### config.mk
export PLATFORM = sky130hd
export DESIGN_NAME = sbl_link
export DESIGN_NICKNAME = d
export VERILOG_FILES = /design/src/sbl_pkg.sv /design/src/sbl_fifo.sv /design/src/sbl_ram.sv /design/src/sbl_link.sv
export VERILOG_INCLUDE_DIRS = /design/src
export SDC_FILE = /design/constraint.sdc
export NUM_CORES = 2
export LEC_CHECK = 0
export BUFFER_PORTS_ARGS = -buffer_cell sky130_fd_sc_hd__buf_2
export CAP_MARGIN = 5
export CORE_ASPECT_RATIO = 0.7
export CORE_MARGIN = 4
export CORE_UTILIZATION = 60
export CTS_BUF_LIST = sky130_fd_sc_hd__clkbuf_4 sky130_fd_sc_hd__clkbuf_8
export DETAILED_ROUTE_END_ITERATION = 10
export PLACE_DENSITY = 0.76
export SLEW_MARGIN = 10
export SYNTH_ARGS = -nofsm -noshare
export SYNTH_HDL_FRONTEND = slang
export SYNTH_SLANG_ARGS = --single-unit
export TNS_END_PERCENT = 10
### constraint.sdc
create_clock -name pclk -period 8.6 [get_ports pclk]
set_input_delay 1.29 -clock pclk [delete_from_list [all_inputs] [get_ports pclk]]
set_output_delay 1.29 -clock pclk [all_outputs]
set_load 0.02 [all_outputs]
### src/sbl_map.svh
// register offsets, reset values and timing figures of the serial slave link
`ifndef SBL_MAP_SVH
`define SBL_MAP_SVH
`define SBL_OFS_CTRL     8'h00
`define SBL_OFS_ADDR     8'h04
`define SBL_OFS_RESP     8'h08
`define SBL_OFS_STAT     8'h0C
`define SBL_OFS_RXIDX    8'h10
`define SBL_OFS_RXDATA   8'h14
`define SBL_OFS_TXDATA   8'h18
`define SBL_OFS_TXGO     8'h1C
`define SBL_OFS_BINVAL   8'h20
`define SBL_OFS_ANAVAL   8'h24
`define SBL_RST_ADDR     8'h01
`define SBL_ADDR_MAX     8'hFE
`define SBL_RST_RESP_MS  9'h028
`define SBL_RESP_MAX_MS  9'h1F4
`define SBL_CLK_HZ       25000000
`define SBL_CLK_NS       40
`define SBL_MS_NS        1000000
`define SBL_SILENCE_BITS 6'h27
`define SBL_MIN_FRAME    8'h04
`define SBL_STAT_READY   0
`define SBL_STAT_TXBUSY  1
`define SBL_STAT_ACTIVE  2
`define SBL_STAT_FULL    3
`define SBL_STAT_INIT    4
`endif

### src/sbl_pkg.sv
// types shared by the serial slave link files
package sbl_pkg;
  typedef enum logic [1:0] {
    SBL_B9600   = 2'h0,
    SBL_B19200  = 2'h1,
    SBL_B38400  = 2'h2,
    SBL_B115200 = 2'h3
  } sbl_baud_e;
  typedef enum logic [1:0] {
    SBL_F8N1 = 2'h0,
    SBL_F8O1 = 2'h1,
    SBL_F8E1 = 2'h2,
    SBL_F8N2 = 2'h3
  } sbl_fmt_e;
  typedef struct packed {
    logic      en;
    sbl_baud_e baud;
    sbl_fmt_e  fmt;
  } sbl_ctrl_s;
  typedef enum logic [2:0] {
    SBL_RX_IDLE  = 3'b001,
    SBL_RX_START = 3'b010,
    SBL_RX_BITS  = 3'b100
  } sbl_rx_e;
  typedef enum logic [2:0] {
    SBL_TX_IDLE = 3'b001,
    SBL_TX_WAIT = 3'b010,
    SBL_TX_SEND = 3'b100
  } sbl_tx_e;
  typedef struct packed {
    logic       we;
    logic [7:0] addr;
    logic [7:0] data;
  } sbl_wr_s;
endpackage

### src/sbl_fifo.sv
// reply byte fifo with valid/ready on both sides
`timescale 1ns/10ps
`default_nettype none
module sbl_fifo #(
  parameter int W = 8,
  parameter int D = 16
) (
  // clock and reset
  input  wire logic         pclk,
  input  wire logic         presetn,
  // fill side
  input  wire logic         in_valid,
  output logic              in_ready,
  input  wire logic [W-1:0] in_data,
  // drain side
  output logic              out_valid,
  input  wire logic         out_ready,
  output logic [W-1:0]      out_data
);
  localparam int AW = $clog2(D);
  logic [W-1:0] mem [D];
  logic [AW:0]  wr_reg;
  logic [AW:0]  rd_reg;
  logic         full;
  logic         empty;

  // pointers carry a wrap bit so full and empty differ
  assign empty     = (wr_reg == rd_reg);
  assign full      = (wr_reg[AW] != rd_reg[AW]) &&
                     (wr_reg[AW-1:0] == rd_reg[AW-1:0]);
  assign in_ready  = !full;
  assign out_valid = !empty;
  assign out_data  = mem[rd_reg[AW-1:0]];

  // storage
  always_ff @(posedge pclk) begin
    if (in_valid && !full) begin
      mem[wr_reg[AW-1:0]] <= in_data;
    end
  end

  // pointers
  always_ff @(posedge pclk or negedge presetn) begin
    if (!presetn) begin
      wr_reg <= '0;
      rd_reg <= '0;
    end else begin
      if (in_valid && !full) begin
        wr_reg <= wr_reg + 1'b1;
      end
      if (out_ready && !empty) begin
        rd_reg <= rd_reg + 1'b1;
      end
    end
  end
endmodule
`default_nettype wire

### src/sbl_ram.sv
// received frame buffer, 256 bytes, registered read
`timescale 1ns/10ps
`default_nettype none
module sbl_ram (
  // clock
  input  wire logic               pclk,
  // write port
  input  wire sbl_pkg::sbl_wr_s   wr,
  // read port
  input  wire logic [7:0]         rd_addr,
  output logic [7:0]              rd_data
);
  import sbl_pkg::*;
  logic [7:0] mem [256];

  // write then registered read
  always_ff @(posedge pclk) begin
    if (wr.we) begin
      mem[wr.addr] <= wr.data;
    end
    rd_data <= mem[rd_addr];
  end
endmodule
`default_nettype wire

### src/sbl_link.sv
// serial slave link: rtu framing, apb registers, reply timing
`timescale 1ns/10ps
`default_nettype none
`include "sbl_map.svh"
module sbl_link #(
  parameter int          CYC_PER_MS = `SBL_MS_NS / `SBL_CLK_NS,
  parameter logic [15:0] ABSENT_MARK = 16'h7FFF
) (
  // clock and reset
  input  wire logic        pclk,
  input  wire logic        presetn,
  // apb slave
  input  wire logic        psel,
  input  wire logic        penable,
  input  wire logic        pwrite,
  input  wire logic [7:0]  paddr,
  input  wire logic [31:0] pwdata,
  output logic [31:0]      prdata,
  output logic             pready,
  output logic             pslverr,
  // rs485 line
  input  wire logic        rx_in,
  output logic             tx_out,
  output logic             tx_drive_n,
  // device state
  input  wire logic        setup_port_busy,
  input  wire logic        init_busy,
  // link-written inputs toward the controller
  output logic [15:0]      bin_inputs,
  output logic [15:0]      ana_input
);
  import sbl_pkg::*;

  // ==========================================================
  // helpers
  function automatic logic [15:0] baud_div(input sbl_baud_e b);
    unique case (b)
      SBL_B9600:   baud_div = 16'(`SBL_CLK_HZ / 9600);
      SBL_B19200:  baud_div = 16'(`SBL_CLK_HZ / 19200);
      SBL_B38400:  baud_div = 16'(`SBL_CLK_HZ / 38400);
      SBL_B115200: baud_div = 16'(`SBL_CLK_HZ / 115200);
    endcase
  endfunction

  function automatic logic [15:0] crc_step(input logic [15:0] c,
                                           input logic [7:0]  d);
    logic [15:0] r;
    r = c ^ {8'h00, d};
    for (int i = 0; i < 8; i++) begin
      r = r[0] ? ((r >> 1) ^ 16'hA001) : (r >> 1);
    end
    crc_step = r;
  endfunction

  // parity bit for the format; odd makes the count of ones odd
  function automatic logic par_bit(input logic [7:0] d,
                                   input sbl_fmt_e   f);
    par_bit = (f == SBL_F8O1) ? ~(^d) : (^d);
  endfunction

  function automatic logic has_par(input sbl_fmt_e f);
    has_par = (f == SBL_F8O1) || (f == SBL_F8E1);
  endfunction

  // ==========================================================
  // registers and signals
  sbl_ctrl_s   ctrl_reg;
  logic [7:0]  station_reg;
  logic [8:0]  resp_ms_reg;
  logic [7:0]  rx_idx_reg;
  logic [15:0] bin_val_reg;
  logic [15:0] ana_val_reg;
  logic        ready_reg;
  logic [7:0]  flen_reg;
  logic        link_on;
  logic        acc;
  logic        wr_go;
  logic        rd_go;
  logic        wr_tx;
  logic        tx_go;
  logic        clr_ready;
  logic        tx_busy;
  logic [15:0] div;
  logic [7:0]  ram_q;
  logic        fifo_in_rdy;
  logic        fifo_vld;
  logic [7:0]  fifo_q;
  logic        fifo_pop;
  logic        frame_end;
  logic        frame_ok;
  sbl_wr_s     ram_wr;

  assign link_on = ctrl_reg.en && !setup_port_busy;
  assign div     = baud_div(ctrl_reg.baud);

  // ==========================================================
  // apb decode
  assign acc     = psel && penable;
  assign wr_tx   = pwrite && (paddr == `SBL_OFS_TXDATA);
  // a full fifo stalls the writer instead of losing a byte
  assign pready  = !(wr_tx && !fifo_in_rdy);
  assign wr_go   = acc && pready && pwrite;
  assign rd_go   = psel && !penable && !pwrite;
  assign tx_go   = wr_go && (paddr == `SBL_OFS_TXGO) && pwdata[0];
  assign clr_ready = wr_go && (paddr == `SBL_OFS_STAT) &&
                     pwdata[`SBL_STAT_READY];

  // unmapped addresses answer with an error
  always_comb begin
    unique case (paddr)
      `SBL_OFS_CTRL, `SBL_OFS_ADDR, `SBL_OFS_RESP, `SBL_OFS_STAT,
      `SBL_OFS_RXIDX, `SBL_OFS_RXDATA, `SBL_OFS_TXDATA,
      `SBL_OFS_TXGO, `SBL_OFS_BINVAL, `SBL_OFS_ANAVAL:
        pslverr = 1'b0;
      default:
        pslverr = acc;
    endcase
  end

  // configuration writes
  always_ff @(posedge pclk or negedge presetn) begin
    if (!presetn) begin
      ctrl_reg    <= '0;
      station_reg <= `SBL_RST_ADDR;
      resp_ms_reg <= `SBL_RST_RESP_MS;
      rx_idx_reg  <= 8'h00;
      bin_val_reg <= 16'h0000;
      ana_val_reg <= 16'h0000;
    end else if (wr_go) begin
      unique case (paddr)
        `SBL_OFS_CTRL:  ctrl_reg <= sbl_ctrl_s'(pwdata[4:0]);
        `SBL_OFS_ADDR:
          if (pwdata[7:0] != 8'h00 && pwdata[7:0] <= `SBL_ADDR_MAX &&
              pwdata[31:8] == 24'h000000) begin
            station_reg <= pwdata[7:0];
          end
        `SBL_OFS_RESP:
          if (pwdata[31:0] <= 32'(`SBL_RESP_MAX_MS)) begin
            resp_ms_reg <= pwdata[8:0];
          end
        `SBL_OFS_RXIDX:  rx_idx_reg  <= pwdata[7:0];
        `SBL_OFS_BINVAL: bin_val_reg <= pwdata[15:0];
        `SBL_OFS_ANAVAL: ana_val_reg <= pwdata[15:0];
        default: ;
      endcase
    end
  end

  // read mux, loaded in setup so it stands in access
  always_ff @(posedge pclk or negedge presetn) begin
    if (!presetn) begin
      prdata <= 32'h00000000;
    end else if (rd_go) begin
      unique case (paddr)
        `SBL_OFS_CTRL:   prdata <= {27'h0, ctrl_reg};
        `SBL_OFS_ADDR:   prdata <= {24'h0, station_reg};
        `SBL_OFS_RESP:   prdata <= {23'h0, resp_ms_reg};
        `SBL_OFS_STAT:   prdata <= {16'h0, flen_reg, 3'h0, init_busy,
                                    !fifo_in_rdy, link_on,
                                    tx_busy, ready_reg};
        `SBL_OFS_RXIDX:  prdata <= {24'h0, rx_idx_reg};
        `SBL_OFS_RXDATA: prdata <= {24'h0, ram_q};
        `SBL_OFS_BINVAL: prdata <= {16'h0, bin_val_reg};
        `SBL_OFS_ANAVAL: prdata <= {16'h0, ana_val_reg};
        default:         prdata <= 32'h00000000;
      endcase
    end
  end

  // ==========================================================
  // link-written inputs
  always_ff @(posedge pclk or negedge presetn) begin
    if (!presetn) begin
      bin_inputs <= 16'h0000;
      ana_input  <= ABSENT_MARK;
    end else if (init_busy) begin
      bin_inputs <= 16'h0000;
      ana_input  <= ABSENT_MARK;
    end else begin
      bin_inputs <= bin_val_reg;
      ana_input  <= ana_val_reg;
    end
  end

  // ==========================================================
  // receiver
  sbl_rx_e     rx_st;
  logic [15:0] rx_cnt;
  logic [3:0]  rx_idx;
  logic [9:0]  rx_sh;
  logic        rx_done;
  logic [3:0]  rx_last;
  logic [7:0]  rx_byte;
  logic        rx_err;

  // data bits plus parity if any plus one checked stop bit
  assign rx_last = has_par(ctrl_reg.fmt) ? 4'h9 : 4'h8;

  always_ff @(posedge pclk or negedge presetn) begin
    if (!presetn) begin
      rx_st   <= SBL_RX_IDLE;
      rx_cnt  <= 16'h0000;
      rx_idx  <= 4'h0;
      rx_sh   <= 10'h000;
      rx_done <= 1'b0;
    end else begin
      rx_done <= 1'b0;
      unique case (rx_st)
        SBL_RX_IDLE:
          if (link_on && !rx_in) begin
            rx_st  <= SBL_RX_START;
            rx_cnt <= div >> 1;
          end
        SBL_RX_START:
          if (rx_cnt != 16'h0000) begin
            rx_cnt <= rx_cnt - 16'h0001;
          end else begin
            // a glitch shorter than half a bit is no start bit
            rx_st  <= rx_in ? SBL_RX_IDLE : SBL_RX_BITS;
            rx_cnt <= div;
            rx_idx <= 4'h0;
          end
        SBL_RX_BITS:
          if (rx_cnt != 16'h0000) begin
            rx_cnt <= rx_cnt - 16'h0001;
          end else begin
            rx_sh  <= {rx_in, rx_sh[9:1]};
            rx_idx <= rx_idx + 4'h1;
            rx_cnt <= div;
            if (rx_idx == rx_last) begin
              rx_st   <= SBL_RX_IDLE;
              rx_done <= 1'b1;
            end
          end
      endcase
      if (!link_on) begin
        rx_st <= SBL_RX_IDLE;
      end
    end
  end

  // unpack the shifted character
  always_comb begin
    if (has_par(ctrl_reg.fmt)) begin
      rx_byte = rx_sh[7:0];
      rx_err  = !rx_sh[9] ||
                (rx_sh[8] != par_bit(rx_sh[7:0], ctrl_reg.fmt));
    end else begin
      rx_byte = rx_sh[8:1];
      rx_err  = !rx_sh[9];
    end
  end

  // ==========================================================
  // frame assembly and end-of-frame silence
  logic [7:0]  len_reg;
  logic [15:0] crc_reg;
  logic        ferr_reg;
  logic [7:0]  dest_reg;
  logic [15:0] sil_cnt;
  logic [5:0]  sil_bits;
  logic        take;

  // bytes are only taken while no frame awaits software
  assign take   = rx_done && link_on && !ready_reg && !tx_busy;
  assign ram_wr = '{we: take, addr: len_reg, data: rx_byte};

  assign frame_end = (sil_bits == `SBL_SILENCE_BITS) &&
                     (len_reg != 8'h00);
  assign frame_ok  = frame_end && !ferr_reg && (crc_reg == 16'h0000) &&
                     (len_reg >= `SBL_MIN_FRAME) &&
                     (dest_reg == station_reg);

  always_ff @(posedge pclk or negedge presetn) begin
    if (!presetn) begin
      len_reg  <= 8'h00;
      crc_reg  <= 16'hFFFF;
      ferr_reg <= 1'b0;
      dest_reg <= 8'h00;
    end else if (frame_end || !link_on) begin
      len_reg  <= 8'h00;
      crc_reg  <= 16'hFFFF;
      ferr_reg <= 1'b0;
    end else if (take) begin
      len_reg  <= len_reg + 8'h01;
      crc_reg  <= crc_step(crc_reg, rx_byte);
      // too long a frame is as bad as a broken character
      ferr_reg <= ferr_reg || rx_err || (len_reg == 8'hFF);
      if (len_reg == 8'h00) begin
        dest_reg <= rx_byte;
      end
    end
  end

  // silence measured in bit times while the line idles
  always_ff @(posedge pclk or negedge presetn) begin
    if (!presetn) begin
      sil_cnt  <= 16'h0000;
      sil_bits <= 6'h00;
    end else if (rx_st != SBL_RX_IDLE || !rx_in) begin
      sil_cnt  <= 16'h0000;
      sil_bits <= 6'h00;
    end else if (sil_bits != `SBL_SILENCE_BITS) begin
      if (sil_cnt == div) begin
        sil_cnt  <= 16'h0000;
        sil_bits <= sil_bits + 6'h01;
      end else begin
        sil_cnt <= sil_cnt + 16'h0001;
      end
    end
  end

  // frame flag: a new good frame wins over a clear
  always_ff @(posedge pclk or negedge presetn) begin
    if (!presetn) begin
      ready_reg <= 1'b0;
      flen_reg  <= 8'h00;
    end else if (frame_ok) begin
      ready_reg <= 1'b1;
      flen_reg  <= len_reg;
    end else if (clr_ready) begin
      ready_reg <= 1'b0;
    end
  end

  sbl_ram u_ram (
    .pclk    (pclk),
    .wr      (ram_wr),
    .rd_addr (rx_idx_reg),
    .rd_data (ram_q)
  );

  // ==========================================================
  // reply delay
  logic [31:0] ms_cnt;
  logic [8:0]  ms_done;
  logic        resp_ok;

  always_ff @(posedge pclk or negedge presetn) begin
    if (!presetn) begin
      ms_cnt  <= 32'h00000000;
      ms_done <= 9'h000;
    end else if (frame_ok) begin
      ms_cnt  <= 32'h00000000;
      ms_done <= 9'h000;
    end else if (ms_done != `SBL_RESP_MAX_MS) begin
      if (ms_cnt == 32'(CYC_PER_MS - 1)) begin
        ms_cnt  <= 32'h00000000;
        ms_done <= ms_done + 9'h001;
      end else begin
        ms_cnt <= ms_cnt + 32'h00000001;
      end
    end
  end
  assign resp_ok = (ms_done >= resp_ms_reg);

  // ==========================================================
  // transmitter
  sbl_tx_e     tx_st;
  logic [11:0] tx_sh;
  logic [3:0]  tx_left;
  logic [15:0] tx_cnt;
  logic        tx_char;

  assign tx_busy    = (tx_st != SBL_TX_IDLE);
  assign tx_char    = (tx_left != 4'h0);
  assign fifo_pop   = (tx_st == SBL_TX_SEND) && !tx_char && fifo_vld;
  assign tx_drive_n = (tx_st != SBL_TX_SEND);

  sbl_fifo #(.W(8), .D(16)) u_fifo (
    .pclk      (pclk),
    .presetn   (presetn),
    .in_valid  (wr_go && wr_tx),
    .in_ready  (fifo_in_rdy),
    .in_data   (pwdata[7:0]),
    .out_valid (fifo_vld),
    .out_ready (fifo_pop),
    .out_data  (fifo_q)
  );

  // reply sequencing; only a valid pending frame is answered
  always_ff @(posedge pclk or negedge presetn) begin
    if (!presetn) begin
      tx_st <= SBL_TX_IDLE;
    end else if (!link_on) begin
      tx_st <= SBL_TX_IDLE;
    end else begin
      unique case (tx_st)
        SBL_TX_IDLE:
          if (tx_go && ready_reg) begin
            tx_st <= SBL_TX_WAIT;
          end
        SBL_TX_WAIT:
          if (resp_ok) begin
            tx_st <= SBL_TX_SEND;
          end
        SBL_TX_SEND:
          if (!tx_char && !fifo_vld) begin
            tx_st <= SBL_TX_IDLE;
          end
      endcase
    end
  end

  always_ff @(posedge pclk or negedge presetn) begin
    if (!presetn) begin
      tx_sh   <= 12'hFFF;
      tx_left <= 4'h0;
      tx_cnt  <= 16'h0000;
      tx_out  <= 1'b1;
    end else if (!link_on) begin
      tx_left <= 4'h0;
      tx_out  <= 1'b1;
    end else if (fifo_pop) begin
      // stop bits sit above parity; 8N1 sends one fewer bit
      tx_sh   <= has_par(ctrl_reg.fmt) ?
                 {2'b11, par_bit(fifo_q, ctrl_reg.fmt), fifo_q, 1'b0} :
                 {3'b111, fifo_q, 1'b0};
      tx_left <= (ctrl_reg.fmt == SBL_F8N1) ? 4'hA : 4'hB;
      tx_cnt  <= 16'h0000;
    end else if (tx_char) begin
      tx_out <= tx_sh[0];
      if (tx_cnt == div) begin
        tx_cnt  <= 16'h0000;
        tx_sh   <= {1'b1, tx_sh[11:1]};
        tx_left <= tx_left - 4'h1;
      end else begin
        tx_cnt <= tx_cnt + 16'h0001;
      end
    end else begin
      tx_out <= 1'b1;
    end
  end
endmodule
`default_nettype wire

Word level (Yosys, flattened, before mapping)
Memory sizes are Yosys's and may differ from the RTL's. A register that Yosys moved wholly into a read port is not among the register bits.
Cells that the tools add are included.

word-level totals
  logic and storage cells = 279
  RAM bits = 2176
  memories kept = 2
  bits in registers = 311
  output and inout bits = 68

cells by class
  multiplexer cells = 78
  magnitude comparators = 4
  equal/unequal tests = 49
  reductions and logical operators = 89
  $add $sub $neg = 11
  bitwise logic cells = 13

memories
  name        words  width  rd ports  clocked after Yosys merged registers in  wr ports  line            text
  u_ram.mem   256    8      1         1                                        1         sbl_ram.sv:14   logic [7:0] mem [256];
  u_fifo.mem  16     8      1         0                                        1         sbl_fifo.sv:21  logic [W-1:0] mem [D];

operator list
  cell                   number
  $mux 16                20
  $pmux 16 s8            1
  $mux 32                3
  $pmux 16 s4            1
  $mux 12                3
  $add 16x1->16 const B  2
  $add 32x1->32 const B  1
  $eq 16x16->1           2
  $eq 32x15->1 const B   1
  $eq 8x5->1 const B     4
  $le 32x9->1 const B    1
  $pmux 16 s2            1
  $logic_and 1x1->1      31
  $mux 3                 10
  $mux 9                 3
  $logic_not 24->1       1
  $mux 4                 6
  $mux 8                 3
  $not 2->3              8
  $ne 3x3->1 const B     7
  $mux 1                 20
  $mux 6                 3
  $pmux 3 s3             2
  $reduce_and 2->1       9
  other kinds (47)       101

Logic depth before layout (Yosys ltp)
  depth in word-level cells = 22
  gate-level depth with buffers = 14
  depth with buffers taken out = 11

By module
A second synthesis with hierarchy kept.

second synthesis, totals
  cell total of the unflattened synthesis = 5529
  area, all modules = 100073.5 um2

modules (own cells, without submodules)
  module    cells each  area each (um2)  seq. area each (um2)  instances
  sbl_ram   3733        79556.3          61659.1               1
  sbl_link  1512        14848.0          7140.6                1
  sbl_fifo  284         5669.2           4093.9                1

Least setup slack after synthesis
OpenSTA, ideal clock, no wires.

  path type = register to register
  start point = register ctrl_reg[0] (netlist bit)
  end point = memory u_ram.mem[0][5], data pin
  path slack = 3689 ps
  buffers on the path = 2
  library setup time = 770 ps
  cell stages (with the launch flop) = 7
  required time = 7830 ps
  arrival = 4141 ps
  cell sequence = dfrtp_1 -> inv_1 -> ha_1 -> clkbuf_1 -> clkbuf_1 -> a21oi_1 -> inv_1

between the ends
  longest elaborated chain between the ends = 3
  elaborated cells on any way between the ends = 4

RTL lines
  item                                      line             text
  start, declared                           sbl_link.sv:67   sbl_ctrl_s ctrl_reg;
  start signal, assigned                    sbl_link.sv:131  `SBL_OFS_CTRL: ctrl_reg <= sbl_ctrl_s'(pwdata[4:0]);
  $eq 2x1->1 or $eq 2x2->1 (tied branches)  sbl_link.sv:62   has_par = (f == SBL_F8O1) || (f == SBL_F8E1);
  $logic_or 1x1->1 *                        sbl_link.sv:62
  $mux 8 *                                  sbl_link.sv:244  if (has_par(ctrl_reg.fmt)) begin
  net rx_byte[5]                            sbl_link.sv:193  logic [7:0] rx_byte;
  end, declared                             sbl_ram.sv:14

Mark *: on every way through the listed nets, which the timed path passes. The rest lies on a longest branch.

Final worst setup path
  start point = register u_fifo.rd_reg[0]
  end point = output pready

between the ends
  longest elaborated chain between the ends = 4

RTL lines
  item                    line             text
  start, declared         sbl_fifo.sv:23   logic [AW:0] rd_reg;
  start signal, assigned  sbl_fifo.sv:52   rd_reg <= rd_reg + 1'b1;
  $eq 4x4->1              sbl_fifo.sv:30   (wr_reg[AW-1:0] == rd_reg[AW-1:0]);
  $logic_and 1x1->1       sbl_fifo.sv:29   assign full = (wr_reg[AW] != rd_reg[AW]) &&
  $logic_and 1x1->1       sbl_link.sv:101  assign pready = !(wr_tx && !fifo_in_rdy);
  $logic_not 1->1         sbl_link.sv:101
  end, declared           sbl_link.sv:19   output logic pready,

No other way between the ends.

==> impl_metrics.sql <==
INSERT INTO impl_metrics (metric_group, metric, value, unit) VALUES
('timing', 'post_route_setup_tns', '0', 'ps'),
('grt', 'global_route_wire_length_before_repair', '351.2', 'mm'),
('power', 'internal-power', '17.97', 'mW'),
('timing', 'timing.clock.skew', '83.01', 'ps'),
('clocking', 'number_of_buffers_created_by_cts', '358', ''),
('yosys', 'postSynthCellCount', '4962', ''),
('final_layout', 'sequential_cell_area', '72910', 'sq um'),
('final_layout', 'largest_reg_flops', '2048', ''),
('final_layout', 'fraction_of_layout_instances_using_a_drive_strength_above_1', '29.76', '%'),
('timing', 'final.period_utilization', '52.99', '%'),
('drt', 'routedWlPerCell', '30.95', 'microns'),
('final_layout', 'max_flop_register', 'u_ram.mem', ''),
('die', 'core_region_area', '163500', 'sq um'),
('final_layout', 'largest_registers', 'u_ram.mem x2048, u_fifo.mem x128, ms_cnt x32', ''),
('timing', 'finalMaxSlewViolations', '0', ''),
('worst_setup_path', 'timing.critical_path.required', '7310', 'ps'),
('grt', 'grt.total_usage', '28.24', '%'),
('die', 'num_rows', '124', ''),
('grt', 'grt_start_max_net_pins', '184', ''),
('worst_setup_path', 'timing.critical_path.to_type', 'primary output', ''),
('power', 'finalPower', '22.59', 'mW'),
('worst_setup_path', 'crit_path_top_delay_cell', 'sky130_fd_sc_hd__nor4_1', ''),
('clocking', 'number_of_buffers_inserted_for_hold_repair_after_clock_tree_synthesis', '0', ''),
('yosys', 'post_synth.cell_area_avg', '19.93', 'sq um'),
('power', 'seq_power_share', '57.5', '%'),
('die', 'die-width', '493.3', 'microns'),
('drt', 'count_of_tritonroute_iterations_in_the_first_routing_pass', '5', ''),
('drt', 'drt-vias-per-instance', '6.676', ''),
('yosys', 'ys_types', '68', ''),
('final_layout', 'fill_cells', '10310', ''),
('die', 'pin_count', '116', ''),
('clocking', 'post-cts-setup-buffer-count', '0', ''),
('power', 'p_sw_share', '20.46', '%'),
('final_layout', 'most-common-layout-cells', '2176 x sky130_fd_sc_hd__edfxtp_1, 715 x sky130_fd_sc_hd__mux4_2, 421 x sky130_fd_sc_hd__nor2_1, 376 x sky130_fd_sc_hd__clkbuf_8, 239 x sky130_fd_sc_hd__dfrtp_1', ''),
('placed_design', 'worst_setup_timing_slack_at_the_placement_stage', '3198', 'ps'),
('yosys', 'synth_edf_count', '2176', ''),
('clocking', 'cts_tree', 'yes', ''),
('timing', 'setup_ws', '4043', 'ps'),
('clocking', 'skew_pair_late_insertion_delay', '1070', 'ps'),
('drt', 'routed_wirelength', '238.4', 'mm'),
('drt', 'drc', '0', ''),
('clocking', 'cts.htree.levels', '5', ''),
('power', 'powerDensity', '207.5', 'nW/um^2'),
('worst_setup_path', 'cp_max_stage_delay', '570', 'ps'),
('clocking', 'max-clock-path-buffers', '4', ''),
('die', 'die_h', '347.7', 'microns'),
('timing', 'timing.fmax', '0.2195', 'GHz'),
('grt', 'most_used_layer_global_route', 'met1', ''),
('clocking', 'clock_sinks', '2477', ''),
('yosys', 'yosys.area.top_type_share', '66.06', '%'),
('final_layout', 'final_area', '108900', 'sq um'),
('final_layout', 'multi_input_area', '24800', 'sq um'),
('timing', 'worst_slew_pin_slew', '1226', 'ps'),
('drt', 'antenna_left', '0', ''),
('grt', 'grt_util_met1', '45.61', '%'),
('power', 'static-leakage-power', '40.00', 'nW'),
('grt', 'grt_antenna_before_repair', '17', ''),
('yosys', 'syn-cell-area', '98910', 'sq um'),
('run', 'drv_cap', '0', ''),
('yosys', 'async_flop_share', '11.83', '%'),
('final_layout', 'final_common_cell', 'sky130_fd_sc_hd__edfxtp_1', ''),
('placed_design', 'place_congestion', '0.8458', ''),
('timing', 'final-setup-viol-count', '0', ''),
('timing', 'max-slew-margin-rel', '18.02', '%'),
('worst_setup_path', 'critical_path_peak_fanout', '34', ''),
('placed_design', 'io_buffers', '99', ''),
('power', 'p_sw', '4.621', 'mW'),
('power', 'power.share.clock', '41.2', '%'),
('die', 'die_area', '171500', 'sq um'),
('power', 'worst_vdd_rail_ir_drop', '0.2194', 'mV'),
('run_status', 'result_of_the_run', 'completed', '');
[area by class of cell]
cell class / instances / share of cell area (%)
inverter: 41 / 0.1621
clock inverter: 154 / 0.9988
multi-input combinational: 2168 / 22.78
antenna: 11 / 0.02529
timing repair buffer: 171 / 1.076
clock buffer: 477 / 5.450
tap: 2205 / 2.534
sequential: 2477 / 66.98
[worst register-to-register path, cell delays in order, from the launching register on]
cell	delay [ps]
sky130_fd_sc_hd__dfrtp_1	420
sky130_fd_sc_hd__nor2_1	190
sky130_fd_sc_hd__nand2_1	160
sky130_fd_sc_hd__or4_1	670
sky130_fd_sc_hd__nor3_1	940
sky130_fd_sc_hd__nand2_1	910
sky130_fd_sc_hd__nor2_1	880
[worst paths after layout]
kind | from | cells after the start | to
worst min-delay path | presetn | 1 | rx_cnt[13]$_DFFE_PN0P_
min in group pclk | tx_sh[2]$_DFFE_PN1P_ | 2 | tx_sh[1]$_DFFE_PN1P_
worst max-delay path | u_fifo.rd_reg[0]$_DFFE_PN0P_ | 6 | pready
worst max register to register | tx_st[2]$_DFFE_PN0P_ | 6 | u_ram.mem[131][6]$_DFFE_PP_
worst min register to register | tx_sh[2]$_DFFE_PN1P_ | 2 | tx_sh[1]$_DFFE_PN1P_
max in group asynchronous | presetn | 2 | rx_idx_reg[3]$_DFFE_PN0P_
[power groups by stage]
stage          Sequential [mW]  Clock (mW)  Combinational, mW
5_1_grt                   13.0        10.1              0.312
4_1_cts                   13.0        9.41              0.286
3_3_place_gp              13.2           0              0.278
2_1_floorplan             13.3           0              0.166
6_report                  13.0        9.31              0.284
3_5_place_dp              13.2           0              0.286
[routing by layer]
| metal | share of wire [%] | wire, microns |
|---|---|---|
| met3 | 14 | 33270 |
| met5 | 0.088 | 209 |
| met4 | 2.1 | 5037 |
| met1 | 41 | 97130 |
| met2 | 43 | 102800 |
[cells in the mapped netlist (30+ instances only)]
cell type	n
sky130_fd_sc_hd__edfxtp_1	2176
sky130_fd_sc_hd__mux4_2	715
sky130_fd_sc_hd__nor2_1	421
sky130_fd_sc_hd__dfrtp_1	246
sky130_fd_sc_hd__nand2_1	187
sky130_fd_sc_hd__clkbuf_1	185
sky130_fd_sc_hd__mux2_2	82
sky130_fd_sc_hd__a21oi_1	79
sky130_fd_sc_hd__o21ai_0	73
sky130_fd_sc_hd__xnor2_1	73
sky130_fd_sc_hd__xor2_1	71
sky130_fd_sc_hd__nand3_1	52
sky130_fd_sc_hd__dfstp_2	47
sky130_fd_sc_hd__buf_2	43
sky130_fd_sc_hd__inv_1	41
sky130_fd_sc_hd__ha_1	35
sky130_fd_sc_hd__nor2b_1	33
sky130_fd_sc_hd__buf_4	32
sky130_fd_sc_hd__nor3_1	31
sky130_fd_sc_hd__nand4_1	30
[through the flow]
stage	hold slack, ps	util, %	cells
floorplan	449.5	-	4977
CTS	301.6	66.55	7693
global route	375.0	66.56	7695
global placement	465.8	62.26	7062
finish	332.5	66.57	7704
detailed placement	481.1	62.26	7062
[kinds of logic after synthesis]
group                    count (synthesis)  synth area share [%]
AO/OA/AOI/OAI                          267                 1.674
XOR/XNOR                               144                 1.275
adder cells (fa/ha/maj)                 35                0.4428
buffers and inverters                  332                 1.459
flip-flops                            2477                 73.70
multiplexers                           812                 17.37
other                                    1              0.003791
AND/OR/NAND/NOR                        894                 4.082
(Power assumes the default switching activity.)
